## config.mk

```make
export PLATFORM = sky130hd
export DESIGN_NAME = ats_link
export DESIGN_NICKNAME = d
export VERILOG_FILES = /design/src/ats_pkg.sv /design/src/ats_fifo.sv /design/src/ats_link.sv
export SDC_FILE = /design/constraint.sdc
export NUM_CORES = 1
export LEC_CHECK = 0
export ABC_AREA = 0
export BUFFER_PORTS_ARGS = -buffer_cell sky130_fd_sc_hd__buf_2
export CAP_MARGIN = 10
export CELL_PAD_IN_SITES_DETAIL_PLACEMENT = 1
export CELL_PAD_IN_SITES_GLOBAL_PLACEMENT = 2
export CORE_ASPECT_RATIO = 1.2
export CORE_MARGIN = 2
export CORE_UTILIZATION = 40
export DETAILED_ROUTE_END_ITERATION = 8
export HOLD_SLACK_MARGIN = 0.08
export MAX_ROUTING_LAYER = met4
export PLACE_DENSITY_LB_ADDON = 0.1
export SLEW_MARGIN = 10
export SYNTH_ARGS = -nofsm -noshare
export SYNTH_HDL_FRONTEND = slang
export SYNTH_SLANG_ARGS = --single-unit
```

## constraint.sdc

```tcl
create_clock -name CORE_CLK -period 9.15 [get_ports CORE_CLK]
set_input_delay 1.83 -clock CORE_CLK [delete_from_list [all_inputs] [get_ports CORE_CLK]]
set_output_delay 1.83 -clock CORE_CLK [all_outputs]
set_load 0.05 [all_outputs]
```

## src/ats_pkg.sv

```systemverilog
// Shared constants, field layout and symbol encoder for the front-end link
package ats_pkg;
   // ---------------------------------------------------------------
   // Frame timing
   // ---------------------------------------------------------------
   localparam int MASTER_CLK_KHZ = 15360;
   localparam int FRAME_RATE_KHZ = 80;
   localparam logic [7:0] FRAME_BITS = 8'(MASTER_CLK_KHZ / FRAME_RATE_KHZ);
   localparam logic [7:0] FRAME_LAST = FRAME_BITS - 8'h01;
   localparam logic [3:0] NUM_SLOTS = 4'h9;
   localparam logic [3:0] SLOT_LAST = NUM_SLOTS - 4'h1;
   localparam logic [4:0] DATA_SLOT_BITS = 5'h15;
   localparam logic [4:0] SYNC_SLOT_BITS = 5'h18;
   localparam logic [4:0] LD_BITS = 5'h14;
   localparam logic [4:0] LD_FIRST = DATA_SLOT_BITS - LD_BITS;
   localparam logic [4:0] DATA_SLOT_LAST = DATA_SLOT_BITS - 5'h01;
   localparam logic [4:0] SYNC_SLOT_LAST = SYNC_SLOT_BITS - 5'h01;
   localparam int NUM_PORTS = 4;
   localparam int LINK_LAT = 3;

   // ---------------------------------------------------------------
   // Transmit slot field positions, first bit sent is bit 0
   // ---------------------------------------------------------------
   localparam int BIT_MARKER = 0;
   localparam int BIT_UPDATE = 1;
   localparam int BIT_PD = 2;
   localparam int BIT_RANGE = 3;
   localparam int BIT_LOOP = 4;
   localparam int BIT_ZERO_SEL = 5;
   localparam int BIT_SIGN = 6;
   localparam int BIT_MAG = 7;

   // ---------------------------------------------------------------
   // Register map
   // ---------------------------------------------------------------
   localparam int ADDR_W = 8;
   localparam int DATA_W = 32;
   localparam logic [7:0] ADDR_CTRL = 8'h00;
   localparam logic [7:0] ADDR_SYM = 8'h04;
   localparam logic [7:0] ADDR_STATUS = 8'h08;
   localparam logic [7:0] ADDR_ADC = 8'h0c;
   localparam logic [11:0] CTRL_RESET = 12'h249;
   localparam logic [3:0] PEND_RESET = 4'hf;
   localparam int ST_WAKE = 0;
   localparam int ST_LD = 4;
   localparam int ST_MERR = 8;
   localparam int ST_OVF = 9;
   localparam int ST_FULL = 10;
   localparam int ST_PEND = 12;
   localparam int ST_LEVEL = 16;

   // ---------------------------------------------------------------
   // Symbol buffer
   // ---------------------------------------------------------------
   localparam int SYM_W = 12;
   localparam int FIFO_DEPTH = 8;
   localparam int FIFO_AW = 3;
   localparam logic [2:0] CODE_ZERO = 3'h4;
   localparam logic [11:0] SYM_IDLE = {4{CODE_ZERO}};

   // Signed level in, 3-bit line code out {zero_select, sign, magnitude}
   function automatic logic [2:0] ats_encode(input logic [2:0] lvl);
      logic [2:0] code;
      code = CODE_ZERO;
      case (lvl)
         3'h5: code = 3'h0;
         3'h7: code = 3'h1;
         3'h3: code = 3'h2;
         3'h1: code = 3'h3;
         default: code = CODE_ZERO;
      endcase
      return code;
   endfunction
endpackage

```

## src/ats_fifo.sv

```systemverilog
// Symbol buffer between the register port and the frame builder
module ats_fifo #(
   parameter int WIDTH = 12,
   parameter int DEPTH = 8,
   parameter int AW = 3
) (
   input wire logic clk,
   input wire logic rst_b,
   input wire logic in_valid,
   output logic in_ready,
   input wire logic [WIDTH-1:0] in_data,
   output logic out_valid,
   input wire logic out_ready,
   output logic [WIDTH-1:0] out_data,
   output logic [AW:0] level
);
   logic [WIDTH-1:0] mem_ff [DEPTH];
   logic [AW-1:0] wr_ptr_ff;
   logic [AW-1:0] rd_ptr_ff;
   logic [AW:0] count_ff;
   logic push;
   logic pop;

   assign in_ready = (count_ff != (AW+1)'(DEPTH));
   assign out_valid = (count_ff != '0);
   assign out_data = mem_ff[rd_ptr_ff];
   assign level = count_ff;
   assign push = in_valid & in_ready;
   assign pop = out_valid & out_ready;

   always_ff @(posedge clk) begin
      if (push) begin
         mem_ff[wr_ptr_ff] <= in_data;
      end
   end

   always_ff @(posedge clk) begin
      if (!rst_b) begin
         wr_ptr_ff <= '0;
         rd_ptr_ff <= '0;
         count_ff <= '0;
      end else begin
         if (push) begin
            wr_ptr_ff <= (wr_ptr_ff == AW'(DEPTH-1)) ? '0 : wr_ptr_ff + AW'(1);
         end
         if (pop) begin
            rd_ptr_ff <= (rd_ptr_ff == AW'(DEPTH-1)) ? '0 : rd_ptr_ff + AW'(1);
         end
         if (push && !pop) begin
            count_ff <= count_ff + (AW+1)'(1);
         end else if (pop && !push) begin
            count_ff <= count_ff - (AW+1)'(1);
         end
      end
   end
endmodule // ats_fifo

```

## src/ats_link.sv

```systemverilog
// Frame builder and status receiver of the six-wire analog front-end link
//
// How it works
// RULE_01 - Everything timed by the one core clock
// RULE_02 - Frame is exactly 192 bit times
// RULE_03 - Nine slots: eight of 21, one of 24
// RULE_04 - Only odd slots carry ports 0 to 3
// RULE_05 - Status slot aligned, level bit in last 20
// RULE_06 - No change: update flag and controls zero
// RULE_07 - On change: flag one plus all controls
// RULE_08 - Power-down bit one powers port down
// RULE_09 - Range bit one enables short-line attenuation
// RULE_10 - Loop bit one closes analog loopback
// RULE_11 - Slot marker one outbound, zero inbound
// RULE_12 - Reserved transmit bits always zero
// RULE_13 - Symbols coded in three bits, top first
// RULE_14 - Level bit toggles when signal is present
// RULE_15 - Four bitstream inputs carry converter data
// RULE_16 - Level bit change per frame means wake
module ats_link (
   input wire logic CORE_CLK,
   input wire logic RST_B,
   input wire logic [ats_pkg::ADDR_W-1:0] REG_ADDR,
   input wire logic [ats_pkg::DATA_W-1:0] REG_WDATA,
   input wire logic REG_WR,
   input wire logic REG_RD,
   output logic [ats_pkg::DATA_W-1:0] REG_RDATA,
   output logic SERIAL_CTRL_TO_FRONTEND,
   input wire logic SERIAL_STATUS_FROM_FRONTEND,
   input wire logic [ats_pkg::NUM_PORTS-1:0] ADC_BITSTREAM_INPUTS,
   output logic [ats_pkg::NUM_PORTS-1:0] WAKE_LEVEL,
   output logic FRAME_START,
   output logic TX_READY
);
   import ats_pkg::*;

   logic [7:0] pos_ff;
   logic [3:0] slot_ff, pend_ff, rx_slot, ld_ff, wake_ff, adc_meta_ff, adc_sync_ff;
   logic [4:0] bit_ff, rx_bit;
   logic [11:0] ctrl_ff;
   logic [SYM_W-1:0] sym_ff, push_word, fifo_out_data;
   logic [DATA_SLOT_BITS-1:0] word_ff, slot_word;
   logic [1:0] tx_port;
   logic slot_end, ser_ff, frame_ff, tx_ready_ff, slot_load, wr_ctrl, wr_sym, wr_status;
   logic fifo_in_ready, fifo_out_valid, pop_sym, st_meta_ff, st_sync_ff, merr_ff, ovf_ff;
   logic [FIFO_AW:0] fifo_level;
   logic [LINK_LAT-1:0][3:0] slot_pipe_ff;
   logic [LINK_LAT-1:0][4:0] bit_pipe_ff;
   logic [NUM_PORTS-1:0][7:0] adc_cnt_ff, adc_lat_ff;
   logic [DATA_W-1:0] rdata_ff, nxt_rdata;

   // ---------------------------------------------------------------
   // Frame and slot counters
   // ---------------------------------------------------------------
   // The core clock is the link bit clock, one bit per edge (see RULE_01)
   assign slot_end = (slot_ff == 4'h0) ? (bit_ff == SYNC_SLOT_LAST) : (bit_ff == DATA_SLOT_LAST); // see RULE_03

   always_ff @(posedge CORE_CLK) begin
      if (!RST_B) begin
         pos_ff <= 8'h00;
      end else begin
         pos_ff <= (pos_ff == FRAME_LAST) ? 8'h00 : pos_ff + 8'h01; // see RULE_02
      end
   end

   always_ff @(posedge CORE_CLK) begin
      if (!RST_B) begin
         slot_ff <= 4'h0;
         bit_ff <= 5'h00;
      end else if (slot_end) begin
         bit_ff <= 5'h00;
         slot_ff <= (slot_ff == SLOT_LAST) ? 4'h0 : slot_ff + 4'h1; // see RULE_03
      end else begin
         bit_ff <= bit_ff + 5'h01;
      end
   end

   always_ff @(posedge CORE_CLK) begin
      if (!RST_B) begin
         frame_ff <= 1'b0;
      end else begin
         frame_ff <= (pos_ff == FRAME_LAST);
      end
   end

   // ---------------------------------------------------------------
   // Register port decode
   // ---------------------------------------------------------------
   assign wr_ctrl = REG_WR && (REG_ADDR == ADDR_CTRL);
   assign wr_sym = REG_WR && (REG_ADDR == ADDR_SYM);
   assign wr_status = REG_WR && (REG_ADDR == ADDR_STATUS);

   always_ff @(posedge CORE_CLK) begin
      if (!RST_B) begin
         ctrl_ff <= CTRL_RESET;
      end else if (wr_ctrl) begin
         ctrl_ff <= REG_WDATA[11:0]; // see RULE_08 RULE_09 RULE_10
      end
   end

   // ---------------------------------------------------------------
   // Control update tracking, a write that races the slot load wins
   // ---------------------------------------------------------------
   assign tx_port = slot_ff[2:1]; // see RULE_04
   assign slot_load = slot_ff[0] && (bit_ff == 5'h00);

   for (genvar p = 0; p < NUM_PORTS; p++) begin : g_pend
      logic chg;
      logic clr;
      assign chg = wr_ctrl && (REG_WDATA[3*p +: 3] != ctrl_ff[3*p +: 3]);
      assign clr = slot_load && (tx_port == 2'(p));
      always_ff @(posedge CORE_CLK) begin
         if (!RST_B) begin
            pend_ff[p] <= PEND_RESET[p];
         end else begin
            pend_ff[p] <= chg | (pend_ff[p] & ~clr); // see RULE_07
         end
      end
   end

   // ---------------------------------------------------------------
   // Symbol buffer, one word of four symbols per frame
   // ---------------------------------------------------------------
   for (genvar p = 0; p < NUM_PORTS; p++) begin : g_enc
      assign push_word[3*p +: 3] = ats_encode(REG_WDATA[4*p +: 3]); // see RULE_13
   end

   assign pop_sym = (pos_ff == 8'h00);

   ats_fifo #(
      .WIDTH(SYM_W),
      .DEPTH(FIFO_DEPTH),
      .AW(FIFO_AW)
   ) u_fifo (
      .clk(CORE_CLK),
      .rst_b(RST_B),
      .in_valid(wr_sym),
      .in_ready(fifo_in_ready),
      .in_data(push_word),
      .out_valid(fifo_out_valid),
      .out_ready(pop_sym),
      .out_data(fifo_out_data),
      .level(fifo_level)
   );

   // An empty buffer sends zero symbols rather than repeating stale ones
   always_ff @(posedge CORE_CLK) begin
      if (!RST_B) begin
         sym_ff <= SYM_IDLE;
      end else if (pop_sym) begin
         sym_ff <= fifo_out_valid ? fifo_out_data : SYM_IDLE; // see RULE_13
      end
   end

   always_ff @(posedge CORE_CLK) begin
      if (!RST_B) begin
         tx_ready_ff <= 1'b0;
         ovf_ff <= 1'b0;
      end else begin
         tx_ready_ff <= fifo_in_ready;
         ovf_ff <= (wr_sym && !fifo_in_ready) | (ovf_ff & ~(wr_status && REG_WDATA[ST_OVF]));
      end
   end

   // ---------------------------------------------------------------
   // Transmit slot assembly
   // ---------------------------------------------------------------
   always_comb begin
      slot_word = '0; // see RULE_12
      slot_word[BIT_MARKER] = 1'b1; // see RULE_11
      slot_word[BIT_UPDATE] = pend_ff[tx_port];
      if (pend_ff[tx_port]) begin
         slot_word[BIT_PD] = ctrl_ff[3*tx_port]; // see RULE_07 RULE_08
         slot_word[BIT_RANGE] = ctrl_ff[3*tx_port+1]; // see RULE_09
         slot_word[BIT_LOOP] = ctrl_ff[3*tx_port+2]; // see RULE_10
      end
      // Idle controls stay low to keep digital noise off the analog side (see RULE_06)
      slot_word[BIT_ZERO_SEL] = sym_ff[3*tx_port+2]; // see RULE_13
      slot_word[BIT_SIGN] = sym_ff[3*tx_port+1];
      slot_word[BIT_MAG] = sym_ff[3*tx_port];
   end

   always_ff @(posedge CORE_CLK) begin
      if (!RST_B) begin
         word_ff <= '0;
      end else if (slot_load) begin
         word_ff <= slot_word;
      end
   end

   // Unused and sync slots are driven low (see RULE_04)
   always_ff @(posedge CORE_CLK) begin
      if (!RST_B) begin
         ser_ff <= 1'b0;
      end else if (!slot_ff[0]) begin
         ser_ff <= 1'b0; // see RULE_12
      end else begin
         ser_ff <= (bit_ff == 5'h00) ? slot_word[0] : word_ff[bit_ff];
      end
   end

   // ---------------------------------------------------------------
   // Status line receive
   // ---------------------------------------------------------------
   // Output flop plus two sync flops: the slot position is delayed to match
   always_ff @(posedge CORE_CLK) begin
      if (!RST_B) begin
         st_meta_ff <= 1'b0;
         st_sync_ff <= 1'b0;
         slot_pipe_ff <= '0;
         bit_pipe_ff <= '0;
      end else begin
         st_meta_ff <= SERIAL_STATUS_FROM_FRONTEND;
         st_sync_ff <= st_meta_ff;
         slot_pipe_ff <= {slot_pipe_ff[LINK_LAT-2:0], slot_ff}; // see RULE_05
         bit_pipe_ff <= {bit_pipe_ff[LINK_LAT-2:0], bit_ff};
      end
   end

   assign rx_slot = slot_pipe_ff[LINK_LAT-1];
   assign rx_bit = bit_pipe_ff[LINK_LAT-1];

   // Sampled on the last bit of the slot, which lies in the level window
   for (genvar p = 0; p < NUM_PORTS; p++) begin : g_rx
      logic hit;
      assign hit = rx_slot[0] && (rx_slot[2:1] == 2'(p)) && (rx_bit == DATA_SLOT_LAST);
      always_ff @(posedge CORE_CLK) begin
         if (!RST_B) begin
            ld_ff[p] <= 1'b0;
            wake_ff[p] <= 1'b0;
         end else if (hit) begin
            ld_ff[p] <= st_sync_ff; // see RULE_05 RULE_14
            wake_ff[p] <= st_sync_ff ^ ld_ff[p]; // see RULE_16
         end
      end
   end

   // A high marker on the status line means the link is misaligned
   always_ff @(posedge CORE_CLK) begin
      if (!RST_B) begin
         merr_ff <= 1'b0;
      end else begin
         merr_ff <= (rx_slot[0] && (rx_bit == 5'h00) && st_sync_ff) // see RULE_11
                    | (merr_ff & ~(wr_status && REG_WDATA[ST_MERR]));
      end
   end

   // ---------------------------------------------------------------
   // Converter bitstreams: ones counted over each frame
   // ---------------------------------------------------------------
   always_ff @(posedge CORE_CLK) begin
      if (!RST_B) begin
         adc_meta_ff <= 4'h0;
         adc_sync_ff <= 4'h0;
      end else begin
         adc_meta_ff <= ADC_BITSTREAM_INPUTS; // see RULE_15
         adc_sync_ff <= adc_meta_ff;
      end
   end

   for (genvar p = 0; p < NUM_PORTS; p++) begin : g_adc
      always_ff @(posedge CORE_CLK) begin
         if (!RST_B) begin
            adc_cnt_ff[p] <= 8'h00;
            adc_lat_ff[p] <= 8'h00;
         end else if (pos_ff == FRAME_LAST) begin
            adc_lat_ff[p] <= adc_cnt_ff[p] + {7'h00, adc_sync_ff[p]}; // see RULE_15
            adc_cnt_ff[p] <= 8'h00;
         end else begin
            adc_cnt_ff[p] <= adc_cnt_ff[p] + {7'h00, adc_sync_ff[p]};
         end
      end
   end

   // ---------------------------------------------------------------
   // Read data, valid in the cycle after the strobe only
   // ---------------------------------------------------------------
   always_comb begin
      nxt_rdata = '0;
      if (REG_RD) begin
         case (REG_ADDR)
            ADDR_CTRL: nxt_rdata[11:0] = ctrl_ff;
            ADDR_SYM: nxt_rdata[FIFO_AW:0] = fifo_level;
            ADDR_STATUS: begin
               nxt_rdata[ST_WAKE +: 4] = wake_ff;
               nxt_rdata[ST_LD +: 4] = ld_ff;
               nxt_rdata[ST_MERR] = merr_ff;
               nxt_rdata[ST_OVF] = ovf_ff;
               nxt_rdata[ST_FULL] = !fifo_in_ready;
               nxt_rdata[ST_PEND +: 4] = pend_ff;
               nxt_rdata[ST_LEVEL +: FIFO_AW+1] = fifo_level;
            end
            ADDR_ADC: nxt_rdata = adc_lat_ff;
            default: nxt_rdata = '0;
         endcase
      end
   end

   always_ff @(posedge CORE_CLK) begin
      if (!RST_B) begin
         rdata_ff <= '0;
      end else begin
         rdata_ff <= nxt_rdata;
      end
   end

   assign REG_RDATA = rdata_ff;
   assign SERIAL_CTRL_TO_FRONTEND = ser_ff;
   assign WAKE_LEVEL = wake_ff;
   assign FRAME_START = frame_ff;
   assign TX_READY = tx_ready_ff;
endmodule // ats_link

```

== Word-level counts from Yosys, hierarchy flattened ==
Memory sizes are Yosys's and may differ from the RTL's. A register that Yosys moved wholly into a read port is not among the register bits.
Index checks and enable logic that the tools add are counted.

* Output and inout port bits: 39
* Memory bits (writable): 96
* Bits in registers: 206
* Logic and storage cells: 209
* Memories: 1
* Input bits: 49

* Add/sub/neg operators: 13
* $mul: 1
* Order comparisons: 5
* Reduce and logical (&&, ||, !) cells: 44
* Equality and inequality tests: 37
* Mux-type cells: 37
* Bitwise logic cells: 25

{| class="wikitable"
|+ Memory list
! memory !! depth !! bits a word !! read ports !! clocked after memory_dff !! write ports !! RTL line !! text
|-
| u_fifo.mem_ff || 8 || 12 || 1 || 1 || 1 || ats_fifo.sv:17 || <nowiki>logic [WIDTH-1:0] mem_ff [DEPTH];</nowiki>
|}

{| class="wikitable"
|+ Operators with widths
! operator !! count
|-
| $pmux 3 s4 || 4
|-
| $add 8x1->8 || 4
|-
| $eq 3x3->1 const B || 10
|-
| $logic_and 1x1->1 || 27
|-
| $bmux 1 s4 || 6
|-
| $pmux 7 s3 || 1
|-
| $eq 8x4->1 const B || 2
|-
| $logic_not 8->1 || 2
|-
| $pmux 4 s4 || 1
|-
| $pmux 8 s2 || 1
|-
| $eq 5x5->1 const B || 3
|-
| $mux 3 || 5
|-
| $eq 3x1->1 const B || 4
|-
| $eq 3x2->1 const B || 4
|-
| $mux 1 || 12
|-
| $mux 12 || 1
|-
| $mux 4 || 3
|-
| $ne 3x3->1 || 4
|-
| $logic_not 5->1 || 2
|-
| $lt 5x5->1 const B || 2
|-
| $add 4x1->4 const B || 2
|-
| $add 8x1->8 const B || 1
|-
| $and 1x1->1 || 8
|-
| $eq 2x2->1 const B || 4
|-
| other kinds (28) || 49
|}

== Longest topological paths before layout ==
Gate-level depths: netlist of run 1.

* Depth in word-level cells: 7
* Gate-level depth with buffers: 14

== By module ==
From an unflattened synthesis of run 1, not the netlist that was laid out.

* Cell total of the unflattened synthesis: 971
* Area, all modules: 12187.9 sq um

{| class="wikitable"
|+ Modules (own cells, without submodules)
! module !! cells each !! instances !! sequential area each (sq um) !! area each (sq um)
|-
| ats_link || 757 || 1 || 3923.8 || 7820.0
|-
| ats_fifo || 214 || 1 || 3143.0 || 4367.9
|}

== Worst setup path after synthesis of run 1 ==
No wires, ideal clock.

* Path kind: input -> register
* Start point: in REG_ADDR[5] (netlist bit)
* End point: mem u_fifo.mem_ff[4][0] (enable)
* Arrival time: 4.225 ns
* Cell stages on the path: 4
* Path slack: 4.508 ns
* Setup time: 0.417 ns
* Required time: 8.733 ns
* Cells stage by stage: or4_4 nor3_4 nand4_4 nor4b_1

* Cells in the longest elaborated chain, start to end: 5

{| class="wikitable"
|+ Ends and longest elaborated chain
! element !! RTL line !! text
|-
| from (decl) || ats_link.sv:23 || <nowiki>input wire logic [ats_pkg::ADDR_W-1:0] REG_ADDR,</nowiki>
|-
| $eq 8x3->1 || ats_link.sv:90 || <nowiki>assign wr_sym = REG_WR && (REG_ADDR == ADDR_SYM);</nowiki>
|-
| $logic_and 1x1->1 || ats_link.sv:90 ||
|-
| $and 1x1->1 || ats_fifo.sv:28 || <nowiki>assign push = in_valid & in_ready;</nowiki>
|-
| $mux 1 || ats_fifo.sv:32 || <nowiki>if (push) begin</nowiki>
|-
| $mux 1 (not written as such) || ats_fifo.sv:33 || <nowiki>mem_ff[wr_ptr_ff] <= in_data;</nowiki>
|-
| to (decl) || ats_fifo.sv:17 ||
|}

Every way passes these cells.

== Worst setup path in the final report of run 1 ==
* Start point: in REG_ADDR[5] (netlist bit)
* End point: reg u_fifo.count_ff[3], in the netlist u_fifo.level[3]

* Cells in the longest elaborated chain, start to end: 6
* Elaborated cells on any way between the ends: 8
* Those cells by class: eq/ne: 1; mux: 1; bitwise: 1; reduce/logical: 5

{| class="wikitable"
|+ Ends and longest elaborated chain
! element !! RTL line !! text
|-
| $eq 8x3->1 * || ats_link.sv:90 ||
|-
| $logic_and 1x1->1 * || ats_link.sv:90 ||
|-
| $and 1x1->1 * || ats_fifo.sv:28 ||
|-
| named net u_fifo.push || ats_fifo.sv:21 || <nowiki>logic push;</nowiki>
|-
| $logic_not 1->1 || ats_fifo.sv:51 || <nowiki>end else if (pop && !push) begin</nowiki>
|-
| $logic_and 1x1->1 || ats_fifo.sv:51 ||
|-
| $reduce_bool 2->1 (no source line) || -- ||
|-
| to (signal assigned) || ats_fifo.sv:50 || <nowiki>count_ff <= count_ff + (AW+1)'(1);</nowiki>
|-
| to (signal assigned) || ats_fifo.sv:52 || <nowiki>count_ff <= count_ff - (AW+1)'(1);</nowiki>
|-
| to (decl) || ats_fifo.sv:20 || <nowiki>logic [AW:0] count_ff;</nowiki>
|}

Mark *: on every way through the listed nets, which the timed path passes. The rest lies on a longest branch.
A chain may end at the register's enable or synchronous reset.

==> impl_metrics.py, run 1 <==
metrics = {
    "worst_setup_path": {
        "arrival_ps": 4820,
        "required_ps": 9580,
        "cp-start-kind": "input pin",
        "cp-end-kind": "flop",
        "crit_type": "in2reg",
        "crit_path_max_fanout": 9,
    },
    "placed_design": {
        "port_buffers": 70,
        "dp_hpwl_um": 18200,
        "place_inst": 1386,
        "gp_congestion": 0.732,
    },
    "cells_and_area": {
        "stdcell_count": 1450,
        "final_cell_mix": "dfxtp_1 (209), edfxtp_1 (96), buf_2 (70)",
        "final_common_cell": "dfxtp_1",
        "final_nets": 1110,
        "area.growth.synth_to_final_pct": 16.8,
        "fill_cells": 3057,
        "drive_above_1_share": 0.200,
    },
    "job": {
        "maxCapViolCount": 0,
    },
    "floorplan": {
        "design.die.area_um2": 31500,
        "io_pins": 88,
        "start_util": 0.407,
        "dieWidth_um": 162,
        "rows": 69,
        "die_h_um": 194,
        "core_um2": 29600,
    },
    "synthesis": {
        "syn_area_per_cell_um2": 12.5,
        "async_flop_share": 0,
        "postSynthCellCount": 961,
        "synth_edf_count": 96,
        "ys_ff_latch": 305,
        "yosys_warnings": 0,
        "synth.distinct_cells": 56,
        "yosysSeqAreaShare": 0.587,
        "mappedNetlistNets": 1039,
        "syn_area_um2": 12000,
        "synth_flop_cell": "dfxtp_1",
    },
    "clock_network": {
        "clk_latency_ps": 510,
        "clock-sinks": 305,
        "cts_max_level": 2,
        "cts_setup_buffers": 0,
        "hold_buffers": 0,
        "cts_resized": 0,
        "cts.path.max_buffers": 3,
        "cts_buffers": 34,
        "cts_root_buffer": "clkbuf_16",
        "clk_transition_reported_paths_ps": 60,
        "cts_tree": "built",
    },
    "timing": {
        "worstMarginPinSlew_ps": 1090,
        "finalSetupViolations": 0,
        "hold_viol": 0,
        "tns_ps": 0,
        "drv_slew": 0,
        "final.min_clock_period_ps": 4390,
        "fmaxAchievable_mhz": 228,
        "fin_crit_sh": 0.480,
        "rsz0062_at_grt": "false",
        "skew_ps": 9.73,
        "relSlewSlack": 0.271,
    },
    "route": {
        "firstDrtPassIters": 4,
        "route.antenna.remaining_nets": 0,
        "first_iter_violations": 284,
        "drc_errors": 0,
        "vias": 7380,
        "vias_per_cell": 5.09,
        "routedWlPerCell_um": 18.8,
        "finalWirelength_um": 27200,
    },
    "power": {
        "powerDensity_nw_per_um2": 226,
        "vdd_drop_max_v": 0.000178,
        "p_leak_nw": 5.34,
    },
    "hold_path": {
        "hold_path_class": "reg2reg",
    },
    "grt": {
        "grt_use_total": 0.182,
        "first_global_vias": 7705,
        "overflow": 0,
        "grt_max_degree": 91,
        "grt_pass1_wl_um": 43300,
        "antenna_found_initial": 1,
    },
    "status": {
        "outcome": "completed",
    },
}
[registers in the layout, summed over array words and instances, names as in the netlist, 3 cells and up, named ones only]
signal and flops:
adc_cnt_ff 32, pend_ff 4, slot_pipe_ff 6, adc_lat_ff 32
REG_RDATA 32, WAKE_LEVEL 4, u_fifo.rd_ptr_ff 3, u_fifo.level 4
slot_ff 4, rx_bit 5, word_ff 8, adc_sync_ff 4
ld_ff 4, u_fifo.wr_ptr_ff 3, u_fifo.mem_ff 96, rx_slot 3
adc_meta_ff 4, bit_pipe_ff 10, ctrl_ff 12, pos_ff 8
sym_ff 12, bit_ff 5
[stage by stage]
step	utilization	total power, mW	hold WS, ps	cell area, um2	setup slack (ps)
5_1_grt	0.475	3.31	435	14100	4550
3_5_place_dp	0.433	1.74	420	12800	4180
2_1_floorplan	-	1.67	412	12000	4510
6_report	0.475	3.18	427	14100	4760
3_3_place_gp	0.433	1.74	417	12800	4240
4_1_cts	0.475	3.23	426	14100	4710
[cell usage after synthesis (5+ instances only)]
master,instances,area (um2)
o2bb2ai_1,24,210
and3_1,10,62.6
or3_1,5,31.3
buf_1,7,26.3
o211ai_1,6,45.0
a22o_1,10,87.6
inv_1,19,71.3
xnor2_1,21,184
and2_1,62,388
o21ai_0,20,100
nor3_1,10,50.1
nor2_1,69,259
dfxtp_1,209,4180
nor4b_1,5,43.8
nand3_1,26,130
a22oi_1,10,75.1
ha_1,28,350
clkbuf_1,34,128
a21boi_0,12,90.1
nand2_1,61,229
a21oi_1,9,45.0
mux4_2,41,923
edfxtp_1,96,2880
mux2_2,13,146
nor3b_1,5,37.5
mux2i_1,39,390
nor2b_1,23,144
buf_2,7,35.0
xor2_1,36,315
[where the power goes]
part,internal [mW],switching [mW]
sequential,1.42,0.0321
clock,0.930,0.546
combinational,0.121,0.127
[worst paths after layout]
check,start,end,slack (ps),depth (start not counted)
max reg2reg,pos_ff[0]$_SDFF_PP0_,u_fifo.level[3]$_SDFFE_PN0P_,6130,14
max,REG_ADDR[5],u_fifo.level[3]$_SDFFE_PN0P_,4760,13
min reg2reg,slot_pipe_ff[5]$_SDFF_PN0_,rx_slot[1]$_SDFF_PN0_,430,1
min,slot_pipe_ff[5]$_SDFF_PN0_,rx_slot[1]$_SDFF_PN0_,430,1
[layer usage]
layer,wire length (um),vias up,track usage,part of all wire
met5,0,-,-,0
met4,653,0,0.0531,0.024
met3,1040,49,0.0267,0.038
met2,13400,124,0.301,0.49
met1,12200,3626,0.232,0.45
li1,-,3581,-,-
[cells by family after synthesis]
| group | synth area share |
|---|---|
| and+or+nand+nor | 0.129 |
| muxes | 0.121 |
| buffers and inverters | 0.0238 |
| xor gates and xnor gates | 0.0415 |
| adders and majority gates | 0.0308 |
| AOI/OAI and AO/OA | 0.0675 |
| DFF | 0.587 |
[area by class of cell]
cell class / count / area (um2) / share of cell area
multi-input combinational: 586 / 4740 / 0.337
clock inverter: 18 / 249 / 0.0177
clock buffer: 44 / 982 / 0.0698
antenna: 2 / 5.00 / 0.000356
tap: 390 / 488 / 0.0347
timing repair buffer: 85 / 463 / 0.0329
sequential: 305 / 7070 / 0.502
inverter: 20 / 75.1 / 0.00534
[critical path, stage by stage]
cell and delay [ps]:
buf_2 100, or4_4 530, nor3_4 380, nand4_4 260
inv_1 230, ha_1 220, inv_1 90, ha_1 270
a21o_1 170, a21oi_1 170, xnor2_1 90, or3_1 300
a21boi_0 160
(Power assumes the default switching activity.)
==> inputs of run 2 (changes only) <==
- ABC_AREA: 0 -> 1
- CORE_UTILIZATION: 40 -> 37
- clock period: 9.15 -> 4.1 ns (I/O delays scaled with it)
==> impl_metrics.py, run 2 <==
metrics = {
    "route": {
        "vias": 9312,
        "first_iter_violations": 417,
        "finalWirelength_um": 33500,
        "drc_errors": 0,
        "route.antenna.remaining_nets": 0,
        "firstDrtPassIters": 4,
        "vias_per_cell": 4.84,
        "routedWlPerCell_um": 17.4,
    },
    "synthesis": {
        "yosysSeqAreaShare": 0.571,
        "synth_edf_count": 96,
        "synth_most_common_cell": "nand2_1",
        "mappedNetlistNets": 1452,
        "yosysTopAreaCellShare": 0.338,
        "synth.top_cells.by_count": "nand2_1 (233), dfxtp_1 (209), nor2_1 (180)",
        "synth_top_area_cell": "dfxtp_1",
        "postSynthCellCount": 1374,
        "ys_ff_latch": 305,
        "syn_area_um2": 12400,
        "async_flop_share": 0,
        "synth.distinct_cells": 45,
        "yosys_warnings": 0,
        "syn_area_per_cell_um2": 9.01,
        "ys_top_cells_by_area": "dfxtp_1 (34%), edfxtp_1 (23%), nand2_1 (7.1%), nor2_1 (5.5%), o21ai_0 (4.8%)",
        "synth_flop_cell": "dfxtp_1",
    },
    "worst_setup_path": {
        "crit_chain": "buf_2, nor2_4, nand2_2, nor3_4, nand3_2, inv_1, ha_1, inv_1, ha_1, nand2_1, inv_1, o21ai_0, nand2_1, nand2_1, nand3_1, nand2_1, nand2_1, nor2_1",
        "cp-end-kind": "flop",
        "r2r_cells": 18,
        "cp.buffers_inverters": 4,
        "cpMostUsedCell": "nand2_1",
        "cp-start-kind": "input pin",
        "slowest_delay_ps": 390,
        "cp_slowest_cell": "nor3_4",
        "reg2reg_slack_ps": 1460,
        "required_ps": 4560,
        "r2r_end": "u_fifo.level[3]$_SDFFE_PN0P_",
        "rr_startpoint": "pos_ff[0]$_SDFF_PP0_",
        "arrival_ps": 3270,
        "critPathTopFamily": "simple AND/OR/NAND/NOR gates",
        "startpoint": "REG_ADDR[1]",
        "crit_cells": 18,
        "crit_type": "in2reg",
        "crit_path_max_fanout": 7,
        "crit_path_end": "u_fifo.level[3]$_SDFFE_PN0P_",
    },
    "placed_design": {
        "dp_hpwl_um": 23100,
        "postPlaceCellArea_um2": 13200,
        "place_inst": 1860,
        "port_buffers": 70,
        "gp_congestion": 0.795,
    },
    "timing": {
        "skew_ps": 12.8,
        "rsz0062_at_grt": "false",
        "finalSetupViolations": 0,
        "final.min_clock_period_ps": 2810,
        "fin_crit_sh": 0.686,
        "fmaxAchievable_mhz": 355,
        "drv_slew": 0,
        "relSlewSlack": 0.415,
        "hold_viol": 0,
        "tns_ps": 0,
        "worstMarginPinSlew_ps": 877,
    },
    "floorplan": {
        "dieWidth_um": 171,
        "design.die.area_um2": 34900,
        "rows": 73,
        "core_um2": 33100,
        "die_h_um": 204,
        "start_util": 0.374,
        "io_pins": 88,
    },
    "cells_and_area": {
        "area.growth.synth_to_final_pct": 15.8,
        "final_nets": 1524,
        "largest_register_ff_count": 96,
        "drive_above_1_share": 0.122,
        "fin_area_um2": 14300,
        "fin_util": 0.433,
        "final_cell_mix": "nand2_1 (232), dfxtp_1 (208), nor2_1 (180)",
        "final_common_cell": "nand2_1",
        "regMostFlops": "u_fifo.mem_ff",
        "stdcell_count": 1923,
    },
    "clock_network": {
        "clk_latency_ps": 520,
        "cts_root_buffer": "clkbuf_16",
        "hold_buffers": 0,
        "cts_tree": "built",
        "clk_transition_reported_paths_ps": 60,
        "cts_max_level": 2,
        "clock-sinks": 305,
        "cts_resized": 0,
        "cts_setup_buffers": 0,
        "cts_buffers": 34,
        "cts.path.max_buffers": 3,
    },
    "grt": {
        "grt_use_total": 0.204,
        "grt_max_degree": 49,
        "first_global_vias": 9714,
        "grt_pass1_wl_um": 53300,
        "antenna_found_initial": 0,
        "overflow": 0,
    },
    "hold_path": {
        "hold_start": "adc_meta_ff[2]$_SDFF_PN0_",
        "hold_path_class": "reg2reg",
    },
    "power": {
        "intPower_mw": 5.45,
        "sw_frac_of_total": 0.279,
        "comb_power_share": 0.137,
        "p_leak_nw": 5.85,
        "p_switching_mw": 2.11,
        "pwr-share-clk": 0.411,
        "powerDensity_nw_per_um2": 528,
        "vdd_drop_max_v": 0.000273,
        "seqPwrFrac": 0.452,
    },
    "status": {
        "outcome": "completed",
    },
    "job": {
        "maxCapViolCount": 0,
    },
}
[run 2: per-stage QoR]
stage	total power, mW	setup WS (ps)	hold WS, ps
detailed placement	4.55	781	399
CTS	7.68	1310	417
global route	7.95	922	430
finish	7.56	1290	413
floorplan	4.15	1340	390
global placement	4.53	841	395
[run 2: per-layer routing]
| layer | up-vias | share of wire | GRT usage | routed length (um) |
|---|---|---|---|---|
| met5 | - | 0 | - | 0 |
| met4 | 0 | 0.023 | 0.0608 | 764 |
| met3 | 50 | 0.028 | 0.0269 | 932 |
| met2 | 116 | 0.51 | 0.354 | 17000 |
| met1 | 4504 | 0.44 | 0.246 | 14900 |
| li1 | 4642 | - | - | - |
[run 2: kinds of logic after synthesis]
kind of cell	Yosys count	synth area share
AO/OA/AOI/OAI	229	0.107
XOR/XNOR	43	0.0304
adder cells (fa/ha/maj)	29	0.0299
buffers and inverters	213	0.0699
flip-flops	305	0.571
AND/OR/NAND/NOR	555	0.192
[run 2: how the worst min path moves through the flow]
stage / endpoint / slack (ps) / depth (start not counted)
global route: rx_bit[3]$_SDFF_PN0_ / 430 / 2
floorplan: adc_sync_ff[0]$_SDFF_PN0_ / 390 / 2
finish: adc_sync_ff[2]$_SDFF_PN0_ / 410 / 2
CTS: rx_bit[0]$_SDFF_PN0_ / 420 / 2
global placement: bit_pipe_ff[5]$_SDFF_PN0_ / 400 / 2
detailed placement: rx_bit[0]$_SDFF_PN0_ / 400 / 2
[run 2: worst min-delay path, delay by kind of cell, from the launching register on]
| family | cells | cell delay [ps] |
|---|---|---|
| buffers and inverters | 1 | 40 |
| AND/OR/NAND/NOR | 1 | 50 |
| flip-flops | 1 | 310 |
[run 2: power groups by stage]
stage / registers [mW] / logic (mW) / clock network (mW)
after global routing: 3.44 / 1.19 / 3.32
after detailed placement: 3.49 / 1.06 / 0
after CTS: 3.42 / 1.06 / 3.20
after floorplan: 3.36 / 0.792 / 0
after global placement: 3.48 / 1.05 / 0
final: 3.42 / 1.03 / 3.11
[run 2: final cells by class]
cell class	count	area [um2]
repair buffers	89	493
diodes	1	2.50
flip-flops and latches	305	7070
well taps	450	563
inverters	160	601
multi-input cells	856	4450
clock inverters	12	119
clock buffers	50	1030
fillers	3874	18700
